### config.mk
export PLATFORM = sky130hd
export DESIGN_NAME = pin_change_interrupt
export DESIGN_NICKNAME = d
export VERILOG_FILES = /design/src/shared/pin_change_pkg.sv /design/src/pin_change_interrupt.sv /design/src/pin_sync.sv /design/src/pin_change_port.sv
export VERILOG_INCLUDE_DIRS = /design/src /design/src/shared
export SDC_FILE = /design/constraint.sdc
export NUM_CORES = 1
export LEC_CHECK = 0
export BUFFER_PORTS_ARGS = -buffer_cell sky130_fd_sc_hd__buf_2
export CORE_MARGIN = 2
export CORE_UTILIZATION = 54
export CTS_CLUSTER_SIZE = 20
export DETAILED_ROUTE_END_ITERATION = 10
export PLACE_DENSITY = 0.73
export SYNTH_ARGS = -nofsm -noshare
export SYNTH_HDL_FRONTEND = slang
export SYNTH_SLANG_ARGS = --single-unit
### constraint.sdc
create_clock -name clk_i -period 1.6 [get_ports clk_i]
set_input_delay 0.08 -clock clk_i [delete_from_list [all_inputs] [get_ports clk_i]]
set_output_delay 0.08 -clock clk_i [all_outputs]
set_load 0.02 [all_outputs]
### src/shared/pin_change_regs.svh
// register offsets, field positions and reset values of the pin change block
`ifndef PIN_CHANGE_REGS_SVH
`define PIN_CHANGE_REGS_SVH

`define PC_ADDR_W 4
`define PC_DATA_W 8
// per-port register triplets: rising enable, falling enable, flags
`define PC_A_RISE 4'h0
`define PC_A_FALL 4'h1
`define PC_A_FLAG 4'h2
`define PC_B_RISE 4'h3
`define PC_B_FALL 4'h4
`define PC_B_FLAG 4'h5
`define PC_C_RISE 4'h6
`define PC_C_FALL 4'h7
`define PC_C_FLAG 4'h8
`define PC_E_RISE 4'h9
`define PC_E_FALL 4'hA
`define PC_E_FLAG 4'hB
// control: bit 0 master enable; summary: bit 0 summary flag
`define PC_CTRL 4'hC
`define PC_SUMMARY 4'hD
`define PC_IRQ_STAT 4'hE
`define PC_IRQ_MASK 4'hF
`define PC_MASTER_BIT 0
`define PC_SUMMARY_BIT 0
`define PC_E_PIN 3
`define PC_ZERO8 8'h00
`define PC_EVT_W 4

`endif

### src/shared/pin_change_pkg.sv
// types shared by the pin change block
package pin_change_pkg;
  typedef logic [7:0] byte_t;
  typedef enum logic [1:0] {
    PORT_A,
    PORT_B,
    PORT_C,
    PORT_E
  } port_sel_t;
endpackage

### src/pin_change_interrupt.sv
// pin change interrupt: three full ports, one pin of a fourth, register port
`timescale 1ns/100ps
`include "pin_change_regs.svh"
module pin_change_interrupt
  import pin_change_pkg::*;
#(
  parameter int WIDTH = 8
) (
  input wire logic clk_i,
  input wire logic rstn_i,
  input wire logic [WIDTH-1:0] port_a_i,
  input wire logic [WIDTH-1:0] port_b_i,
  input wire logic [WIDTH-1:0] port_c_i,
  input wire logic port_e_pin_three_i,
  input wire logic ext_reset_pin_enable_i,
  input wire logic low_voltage_program_enable_i,
  input wire logic [`PC_ADDR_W-1:0] addr_i,
  input wire logic [`PC_DATA_W-1:0] wdata_i,
  input wire logic wr_i,
  input wire logic rd_i,
  output logic [`PC_DATA_W-1:0] rdata_o,
  output logic change_irq_o,
  output logic wake_o,
  output logic irq_o
);
  localparam logic [WIDTH-1:0] E_MASK = WIDTH'(1) << `PC_E_PIN;

  // strap levels, synchronised before use
  logic [1:0] strap_meta_r;
  logic [1:0] strap_sync_r;
  logic e_avail_w;

  always_ff @(posedge clk_i or negedge rstn_i) begin
    if (!rstn_i) begin
      strap_meta_r <= 2'h0;
      strap_sync_r <= 2'h0;
    end else begin
      strap_meta_r <= {ext_reset_pin_enable_i, low_voltage_program_enable_i};
      strap_sync_r <= strap_meta_r;
    end
  end

  // pin serving as reset or programming input: no detection
  assign e_avail_w = ~(|strap_sync_r);

  // write decode
  wire we_a_rise = wr_i && addr_i == `PC_A_RISE;
  wire we_a_fall = wr_i && addr_i == `PC_A_FALL;
  wire we_a_flag = wr_i && addr_i == `PC_A_FLAG;
  wire we_b_rise = wr_i && addr_i == `PC_B_RISE;
  wire we_b_fall = wr_i && addr_i == `PC_B_FALL;
  wire we_b_flag = wr_i && addr_i == `PC_B_FLAG;
  wire we_c_rise = wr_i && addr_i == `PC_C_RISE;
  wire we_c_fall = wr_i && addr_i == `PC_C_FALL;
  wire we_c_flag = wr_i && addr_i == `PC_C_FLAG;
  wire we_e_rise = wr_i && addr_i == `PC_E_RISE;
  wire we_e_fall = wr_i && addr_i == `PC_E_FALL;
  wire we_e_flag = wr_i && addr_i == `PC_E_FLAG;
  wire we_ctrl = wr_i && addr_i == `PC_CTRL;
  wire we_mask = wr_i && addr_i == `PC_IRQ_MASK;
  wire rd_stat = rd_i && addr_i == `PC_IRQ_STAT;

  logic [WIDTH-1:0] a_rise, a_fall, a_flag;
  logic [WIDTH-1:0] b_rise, b_fall, b_flag;
  logic [WIDTH-1:0] c_rise, c_fall, c_flag;
  logic [WIDTH-1:0] e_rise, e_fall, e_flag;
  logic a_edge, b_edge, c_edge, e_edge;
  logic [WIDTH-1:0] all_avail_w;
  logic [WIDTH-1:0] e_pins_w;

  assign all_avail_w = '1;
  assign e_pins_w = WIDTH'(port_e_pin_three_i) << `PC_E_PIN;

  pin_change_port #(.WIDTH(WIDTH)) u_port_a (
    .clk_i(clk_i), .rstn_i(rstn_i), .pin_i(port_a_i),
    .avail_i(all_avail_w), .rise_we_i(we_a_rise), .fall_we_i(we_a_fall),
    .flag_we_i(we_a_flag), .wdata_i(wdata_i),
    .rise_en_o(a_rise), .fall_en_o(a_fall), .flag_o(a_flag),
    .edge_o(a_edge)
  );
  pin_change_port #(.WIDTH(WIDTH)) u_port_b (
    .clk_i(clk_i), .rstn_i(rstn_i), .pin_i(port_b_i),
    .avail_i(all_avail_w), .rise_we_i(we_b_rise), .fall_we_i(we_b_fall),
    .flag_we_i(we_b_flag), .wdata_i(wdata_i),
    .rise_en_o(b_rise), .fall_en_o(b_fall), .flag_o(b_flag),
    .edge_o(b_edge)
  );
  pin_change_port #(.WIDTH(WIDTH)) u_port_c (
    .clk_i(clk_i), .rstn_i(rstn_i), .pin_i(port_c_i),
    .avail_i(all_avail_w), .rise_we_i(we_c_rise), .fall_we_i(we_c_fall),
    .flag_we_i(we_c_flag), .wdata_i(wdata_i),
    .rise_en_o(c_rise), .fall_en_o(c_fall), .flag_o(c_flag),
    .edge_o(c_edge)
  );
  // only pin three exists on port e
  pin_change_port #(.WIDTH(WIDTH), .PIN_MASK(E_MASK)) u_port_e (
    .clk_i(clk_i), .rstn_i(rstn_i), .pin_i(e_pins_w),
    .avail_i({WIDTH{e_avail_w}}), .rise_we_i(we_e_rise),
    .fall_we_i(we_e_fall), .flag_we_i(we_e_flag), .wdata_i(wdata_i),
    .rise_en_o(e_rise), .fall_en_o(e_fall), .flag_o(e_flag),
    .edge_o(e_edge)
  );

  // master enable and system interrupt registers
  logic master_r;
  logic [`PC_EVT_W-1:0] stat_r;
  logic [`PC_EVT_W-1:0] stat_nxt;
  logic [`PC_EVT_W-1:0] mask_r;
  logic [`PC_EVT_W-1:0] evt_w;
  logic summary_w;

  // summary is the or of every per-pin flag
  assign summary_w = |{a_flag, b_flag, c_flag, e_flag};
  assign evt_w = {e_edge, c_edge, b_edge, a_edge};
  // read clears, but an event in the same cycle wins
  assign stat_nxt = (rd_stat ? `PC_EVT_W'(0) : stat_r) | evt_w;

  always_ff @(posedge clk_i or negedge rstn_i) begin
    if (!rstn_i) begin
      master_r <= 1'b0;
      stat_r <= '0;
      mask_r <= '0;
    end else begin
      if (we_ctrl) master_r <= wdata_i[`PC_MASTER_BIT];
      if (we_mask) mask_r <= wdata_i[`PC_EVT_W-1:0];
      stat_r <= stat_nxt;
    end
  end

  // read mux, registered so data stands the cycle after the strobe
  logic [`PC_DATA_W-1:0] rmux_w;
  always_comb begin
    case (addr_i)
      `PC_A_RISE: rmux_w = a_rise;
      `PC_A_FALL: rmux_w = a_fall;
      `PC_A_FLAG: rmux_w = a_flag;
      `PC_B_RISE: rmux_w = b_rise;
      `PC_B_FALL: rmux_w = b_fall;
      `PC_B_FLAG: rmux_w = b_flag;
      `PC_C_RISE: rmux_w = c_rise;
      `PC_C_FALL: rmux_w = c_fall;
      `PC_C_FLAG: rmux_w = c_flag;
      `PC_E_RISE: rmux_w = e_rise;
      `PC_E_FALL: rmux_w = e_fall;
      `PC_E_FLAG: rmux_w = e_flag;
      `PC_CTRL: rmux_w = `PC_DATA_W'(master_r);
      `PC_SUMMARY: rmux_w = `PC_DATA_W'(summary_w);
      `PC_IRQ_STAT: rmux_w = `PC_DATA_W'(stat_r);
      `PC_IRQ_MASK: rmux_w = `PC_DATA_W'(mask_r);
      default: rmux_w = `PC_ZERO8;
    endcase
  end

  // outputs straight from flops; flags feed change_irq_o and wake_o one cycle after setting
  always_ff @(posedge clk_i or negedge rstn_i) begin
    if (!rstn_i) begin
      rdata_o <= `PC_ZERO8;
      change_irq_o <= 1'b0;
      wake_o <= 1'b0;
      irq_o <= 1'b0;
    end else begin
      rdata_o <= rd_i ? rmux_w : `PC_ZERO8;
      change_irq_o <= master_r & summary_w;
      wake_o <= master_r & summary_w;
      irq_o <= |(stat_nxt & mask_r);
    end
  end
endmodule

### src/pin_sync.sv
// two-flop synchroniser plus previous sample for edge detection
`timescale 1ns/100ps
module pin_sync #(
  parameter int WIDTH = 8
) (
  input wire logic clk_i,
  input wire logic rstn_i,
  input wire logic [WIDTH-1:0] pin_i,
  output logic [WIDTH-1:0] rise_o,
  output logic [WIDTH-1:0] fall_o
);
  logic [WIDTH-1:0] meta_r;
  logic [WIDTH-1:0] sync_r;
  logic [WIDTH-1:0] prev_r;

  // first stage feeds only the second; prev_r is the last sample
  always_ff @(posedge clk_i or negedge rstn_i) begin
    if (!rstn_i) begin
      meta_r <= '0;
      sync_r <= '0;
      prev_r <= '0;
    end else begin
      meta_r <= pin_i;
      sync_r <= meta_r;
      prev_r <= sync_r;
    end
  end

  // edge = current sample against the previous one
  assign rise_o = sync_r & ~prev_r;
  assign fall_o = ~sync_r & prev_r;
endmodule

### src/pin_change_port.sv
// one port: edge enables and sticky per-pin flags
`timescale 1ns/100ps
module pin_change_port
  import pin_change_pkg::*;
#(
  parameter int WIDTH = 8,
  parameter logic [WIDTH-1:0] PIN_MASK = '1
) (
  input wire logic clk_i,
  input wire logic rstn_i,
  input wire logic [WIDTH-1:0] pin_i,
  input wire logic [WIDTH-1:0] avail_i,
  input wire logic rise_we_i,
  input wire logic fall_we_i,
  input wire logic flag_we_i,
  input wire logic [WIDTH-1:0] wdata_i,
  output logic [WIDTH-1:0] rise_en_o,
  output logic [WIDTH-1:0] fall_en_o,
  output logic [WIDTH-1:0] flag_o,
  output logic edge_o
);
  logic [WIDTH-1:0] rise_w;
  logic [WIDTH-1:0] fall_w;
  logic [WIDTH-1:0] hit_w;
  logic [WIDTH-1:0] flag_nxt;
  logic [WIDTH-1:0] rise_en_r;
  logic [WIDTH-1:0] fall_en_r;
  logic [WIDTH-1:0] flag_r;

  pin_sync #(.WIDTH(WIDTH)) u_sync (
    .clk_i(clk_i),
    .rstn_i(rstn_i),
    .pin_i(pin_i),
    .rise_o(rise_w),
    .fall_o(fall_w)
  );

  // two independent detectors per pin, either direction may flag
  assign hit_w = ((rise_w & rise_en_r) | (fall_w & fall_en_r))
                 & PIN_MASK & avail_i;
  // a write may only clear; a fresh edge always wins
  assign flag_nxt = (flag_we_i ? (flag_r & wdata_i) : flag_r) | hit_w;
  assign edge_o = |hit_w;

  // enables and flags all clear on reset
  always_ff @(posedge clk_i or negedge rstn_i) begin
    if (!rstn_i) begin
      rise_en_r <= '0;
      fall_en_r <= '0;
      flag_r <= '0;
    end else begin
      if (rise_we_i) rise_en_r <= wdata_i & PIN_MASK;
      if (fall_we_i) fall_en_r <= wdata_i & PIN_MASK;
      flag_r <= flag_nxt & PIN_MASK;
    end
  end

  assign rise_en_o = rise_en_r;
  assign fall_en_o = fall_en_r;
  assign flag_o = flag_r;
endmodule

Yosys cells after proc, flatten, opt, wreduce, memory -nomap -nowiden --
Index checks and enable logic that the tools add are counted.
Storage, ports and cells: flip-flop bits (word level) 173
Operators by class: bitwise operators 41, eq/ne operators 15, reduce and logical (&&, ||, !) cells 23, multiplexer cells 7
Operator list (count):
- one-hot mux 8 bit (16 select lines) | 1
- bitwise AND 8 bit | 15
- inverter 8 bit | 6
- bitwise OR 8 bit | 6
- equality test 4 bit, second input constant | 8
- 2-to-1 mux 8 bit | 4
- OR reduction 8 bit | 4
- OR reduction 25 bit | 1
- bitwise AND 4 bit | 6
- equality test 4 x 3 -> 1 bit, second input constant | 4
- logical AND 1 bit | 15
- bitwise OR 4 bit | 3
- bitwise AND 4 x 8 -> 8 bit | 1
- equality test 4 x 2 -> 1 bit, second input constant | 2
- 2-to-1 mux 4 bit | 2
- inverter 4 bit | 2
- equality test 4 x 1 -> 1 bit, second input constant | 1
- zero test 4 bit | 1
- OR reduction 4 bit | 1
- OR reduction 2 bit | 1
- bitwise AND 1 bit | 1
- inverter 1 bit | 1

Longest topological paths before layout --
depth after elaboration 9, mapped depth 8, mapped depth without buffers 5

Cells and area by module --
From an unflattened synthesis, not the netlist that was laid out.
Unflattened totals: cell total of the unflattened synthesis 663, area, all modules 8433.1 um^2
By module, submodules not included:
- pin_change_port (u_port_a ...) | cells an instance 71, times used 3, area each 1017.2 um^2
- pin_sync | cells an instance 40, times used 4, area each 740.7 um^2
- pin_change_interrupt | cells an instance 258, times used 1, area each 2125.8 um^2
- pin_change_port (u_port_e) | cells an instance 32, times used 1, area each 292.8 um^2

Least setup slack after synthesis --
No wires, ideal clock.
path type flip-flop to flip-flop, from register u_port_c.fall_en_r[5], in the netlist u_port_c.fall_en_o[5], to register irq_o, arrival time 1.445 ns, library setup time 0.138 ns, cell stages (with the launch flop) 6, path slack 0.016 ns, data required time 1.462 ns, period minus slack after synthesis 1.584 ns, path buffers 0, path through dfrtp_1 nand3b_1 o21ai_0 nor4_1 a31oi_1 or4b_1
On the way: longest elaborated chain between the ends 6
Ends and longest elaborated chain:
- start, declared | line pin_change_port.sv:27 | logic [WIDTH-1:0] fall_en_r;
- start signal, assigned | line pin_change_port.sv:53 | if (fall_we_i) fall_en_r <= wdata_i & PIN_MASK;
- bitwise AND 8 bit | line pin_change_port.sv:39 | assign hit_w = ((rise_w & rise_en_r) | (fall_w & fall_en_r))
- bitwise OR 8 bit | line pin_change_port.sv:39
- OR reduction 8 bit | line pin_change_port.sv:43 | assign edge_o = |hit_w;
- bitwise OR 4 bit | line pin_change_interrupt.sv:116 | assign stat_nxt = (rd_stat ? `PC_EVT_W'(0) : stat_r) | evt_w;
- bitwise AND 4 bit | line pin_change_interrupt.sv:165 | irq_o <= |(stat_nxt & mask_r);
- OR reduction 4 bit | line pin_change_interrupt.sv:165
- end signal, assigned | line pin_change_interrupt.sv:165
- end, declared | line pin_change_interrupt.sv:24 | output logic irq_o
Every way passes these cells. A chain may end at the register's enable or synchronous reset.

Worst setup path in the final report --
from register u_port_c.rise_en_r[4], in the netlist u_port_c.rise_en_o[4], to register rdata_o[4]
On the way: longest elaborated chain between the ends 2
Ends and longest elaborated chain:
- start, declared | line pin_change_port.sv:26 | logic [WIDTH-1:0] rise_en_r;
- start signal, assigned | line pin_change_port.sv:52 | if (rise_we_i) rise_en_r <= wdata_i & PIN_MASK;
- one-hot mux 8 bit (16 select lines) | line pin_change_interrupt.sv:133 | case (addr_i)
- 2-to-1 mux 8 bit (no source line)
- end signal, assigned | line pin_change_interrupt.sv:157 | rdata_o <= `PC_ZERO8;
- end signal, assigned | line pin_change_interrupt.sv:162 | rdata_o <= rd_i ? rmux_w : `PC_ZERO8;
- end, declared | line pin_change_interrupt.sv:21 | output logic [`PC_DATA_W-1:0] rdata_o,
Every way passes these cells.

==> implementation parameters <==
Parameter                              Value

Setup path
  Nature of the critical path endpoint    register
  CP Data Arrival Time    2.16 ns
  Worst-path fanout max    2
  Slowest cell delay on critical path    ~0.58 ns
  Buffering stage count on the worst path with inverters included    2
  CP Launch Type    register
  Required time at the worst-slack endpoint    around 1.9 ns
  Critical path cell sequence    buf_6 -> a22o_1 -> a222oi_1 -> buf_4 -> o22ai_2 -> o211a_1
  Critical path class    register to register
  Worst path slowest cell    a222oi_1
  Family with the most delay on the worst path    compound AO/OA/AOI/OAI gates

Synth
  Mapped Area    0.00688 mm^2
  Synth Net Count    580
  Top area cells in the synthesized netlist    dfrtp_1 63%, mux2_2 9.2%, o21ai_0 4.0%, nand3b_1 3.1%, nand2b_1 2.6%
  Number of synthesis warnings    0
  Asr flop ratio synth    100%
  Leading area contributor after synthesis    dfrtp_1
  Count of cell types in the netlist    58
  Portion of synthesized cell area occupied by the leading cell type    62.9%
  Mean post-synth cell area    12.8 um^2
  Flip-flop cell with the highest count after synthesis    dfrtp_1
  Cell with the most instances after synthesis    dfrtp_1
  Cell types with the highest counts after synthesis    173 x dfrtp_1, 56 x mux2_2, 55 x o21ai_0
  Number of instances in the synthesized netlist    between 500 and 600
  Number of enable flip-flop cells after synthesis    0
  Seq cells post-synth    roughly 170
  Share of the yosys chip area belonging to registers    ~63%

Min path
  Path class of the lowest-slack min-delay path    input pin to register

Timing
  Unrepaired setup endpoints after global routing    yes
  Number of pins with negative max-slew slack in the final report    0
  Smallest setup slack after layout    -0.247 ns
  Share of the clock period used by the worst path after layout    115%
  Relative slew slack    59.0%
  Final clock skew    0.00780 ns
  Final hold violation count    0
  Least-Margin Pin Slew    0.615 ns
  Fmax    approximately 540 MHz
  Post-layout minimum cycle time    approximately 1.8 ns
  Total setup violations reported at the end of the flow    3

Die
  Effective utilization at floorplan    a little over half
  Boundary pin count    54
  Die Outline Area    0.0137 mm^2
  Horiz. Die Dim    roughly 120 um
  Vertical extent of the die    around 120 um
  Core footprint    between 0.01 and 0.015 mm^2
  Number of placement rows    just over 40

Clocking
  Total number of H-tree levels    4
  CTS clk-pin slew, worst paths    roughly 0.070 ns
  Clock tree from TritonCTS    yes
  Max Root-Sink Buffers    2
  Clock latency on the worst-skew pair    approximately 0.43 ns
  Root Buffer Master    clkbuf_16
  TritonCTS Sinks    between 150 and 200
  Number of buffers added by the clock tree synthesis step    17

Drt
  Starting DRT DRC Count    481
  Remaining routing DRC violations    0
  Total detailed-routing wirelength    roughly 19 mm
  Routed via count    around 5,200
  Detailed-route vias per instance    between 5 and 6
  Antenna viol nets, final    0
  Detail-routed net length per standard cell    just over 20 um
  First-pass detailed-route iteration total    5

Layout
  Finished Layout Cells    929
  Number of filler instances in the final layout    ~830
  Net total in the final layout    about 790
  Fraction of layout instances using a drive strength above 1    between 40 and 50%
  # diodes    0
  Layout overhead on the synthesized area    36.2%
  Area occupied by registers    roughly 0.0043 mm^2
  Final non-filler cell area    0.00937 mm^2
  Combined area of the multi-input logic cells    0.00256 mm^2

Power
  Share of total power in sequential cells    a little over two fifths
  Overall Power    between 0.01 and 0.015 W
  Logic gate share of total power    around a fifth
  Switching Fraction    a little over a quarter
  Net load switching power    between 0.003 and 0.004 W
  Static power due to leakage    a little over 4 nW
  Worst voltage drop across the vdd grid    1190 uV
  Internal Power    between 0.008 and 0.009 W
  Portion of total power attributed to the clock network    37.3%
  Power per unit of standard cell area    1290 mW/mm^2

Place
  Final RePlAce weighted congestion    around 0.97
  Cell Count Post-Placement    860
  Placed standard-cell area    ~0.0082 mm^2
  Port bufs    53
  HPWL after detailed placement    13.9 mm

Run status
  Run status    complete, but fails checks
  Violations in the final reports    setup timing

GRT
  Maximum number of pins on one net before global-route repair    46
  Via count of the first global-routing pass    around 5,500
  First-pass GRT wire length    about 30 mm
  Grt total ovfl    0
  All-layer global routing usage    around 30%
  Antenna violations before repair    0

Run
  Count of max-cap constraint violations    0
-- cell families after synthesis --
logic type | after synthesis | synth area share [%]
simple gates | 165 | 14.2
flops | 173 | 62.9
buf+inv | 24 | 1.89
mux | 61 | 10.4
compound gates | 114 | 10.6
-- metal layers --
| metal | wire (um) | vias up | share of wire [%] | GRT usage (%) |
|---|---|---|---|---|
| met3 | 977 | 32 | 5.1 | 7.36 |
| li1 | - | 2369 | - | - |
| met4 | 408 | 0 | 2.1 | 10.7 |
| met2 | 9650 | 175 | 50 | 50.3 |
| met1 | 8070 | 2602 | 42 | 39.5 |
| met5 | 0 | - | 0 | 0 |
-- sequential cells by signal, summed over array words and instances, names as in the netlist, 8 cells and up --
| signal | flops |
|---|---|
| u_port_b.u_sync.sync_r | 8 |
| u_port_c.u_sync.prev_r | 8 |
| u_port_b.flag_o | 8 |
| u_port_a.u_sync.sync_r | 8 |
| u_port_a.u_sync.meta_r | 8 |
| u_port_b.rise_en_o | 8 |
| u_port_c.flag_o | 8 |
| u_port_c.rise_en_o | 8 |
| u_port_a.rise_en_o | 8 |
| u_port_c.u_sync.meta_r | 8 |
| u_port_a.u_sync.prev_r | 8 |
| u_port_a.flag_o | 8 |
| u_port_c.fall_en_o | 8 |
| u_port_c.u_sync.sync_r | 8 |
| u_port_b.u_sync.meta_r | 8 |
| rdata_o | 8 |
| u_port_b.fall_en_o | 8 |
| u_port_b.u_sync.prev_r | 8 |
| u_port_a.fall_en_o | 8 |
-- cell type report --
cell class | count | area share, %
clock buffers | 19 | 4.83
clock inverters | 13 | 2.08
inverters | 6 | 0.240
multi-input cells | 340 | 27.3
flip-flops and latches | 173 | 46.2
well taps | 172 | 2.30
repair buffers | 206 | 17.0
-- power by group through the flow --
stage	clock network [W]	registers [W]	logic [W]
6_report	0.00451	0.00526	0.00232
5_1_grt	0.00477	0.00532	0.00250
4_1_cts	0.00458	0.00525	0.00224
3_5_place_dp	0	0.00532	0.00209
3_3_place_gp	0	0.00529	0.00204
2_1_floorplan	0	0.00529	0.000885
-- stage by stage --
step                      TNS (ns)  hold WS (ns)  utilization (%)  worst slack (ns)
after floorplan                  0        -0.216                -            0.0163
after global placement       -2.22        0.0366             65.7            -0.270
after detailed placement     -2.26        0.0402             65.7            -0.285
after CTS                   -0.409       0.00720             74.1            -0.209
after global routing        -0.716        0.0346             74.9            -0.316
final                       -0.453        0.0352             74.9            -0.247
-- layout by cell type (no fill, tap or decap), types with 5 or more instances in the layout --
cell type and count:
dlygate4sd3_1 29, nor3_1 7, buf_2 52, mux2_2 55
nor2_1 11, inv_6 8, clkbuf_16 17, o21ai_1 6
nand2_1 39, dfrtp_1 173, nand3b_1 28, nor2b_1 6
a31oi_1 8, nand3_1 10, buf_6 5, a21oi_1 10
nor4_2 9, o21ai_0 40, a22oi_1 6, o21ai_2 10
buf_4 113, buf_12 7, nand2b_1 29
-- worst reg2reg max path: cells and delay by family (launching register included) --
family	cells	cell delay (ns)
flip-flops	1	0.40
buffers and inverters	2	0.34
AO/OA/AOI/OAI	4	0.99
-- path summary, 6_finish.rpt --
check / end / cells after the start / slack (ns) / start
setup reg to reg: rdata_o[4] / 6 / -0.25 / u_port_c.rise_en_o[4]
setup / recovery: rdata_o[4] / 6 / -0.25 / u_port_c.rise_en_o[4]
min in group asynchronous: u_port_a.u_sync.sync_r[2] / 2 / 0.14 / rstn_i
hold / removal: mask_r[0] / 3 / 0.04 / wdata_i[0]
hold reg to reg: u_port_a.u_sync.sync_r[7] / 0 / 0.35 / u_port_a.u_sync.meta_r[7]
max in group asynchronous: u_port_b.u_sync.sync_r[2] / 3 / 0.82 / rstn_i
-- repair_timing --
action	4_1_cts	5_1_grt
pin swaps	14	8
gates resized for setup	25	20
hold buffers	29	0
gates cloned	0	0
endpoints found under the setup margin	4	6
hold endpoints to repair	180	0
setup buffers	7	2
Note: power is estimated with default switching activity, not from simulation.
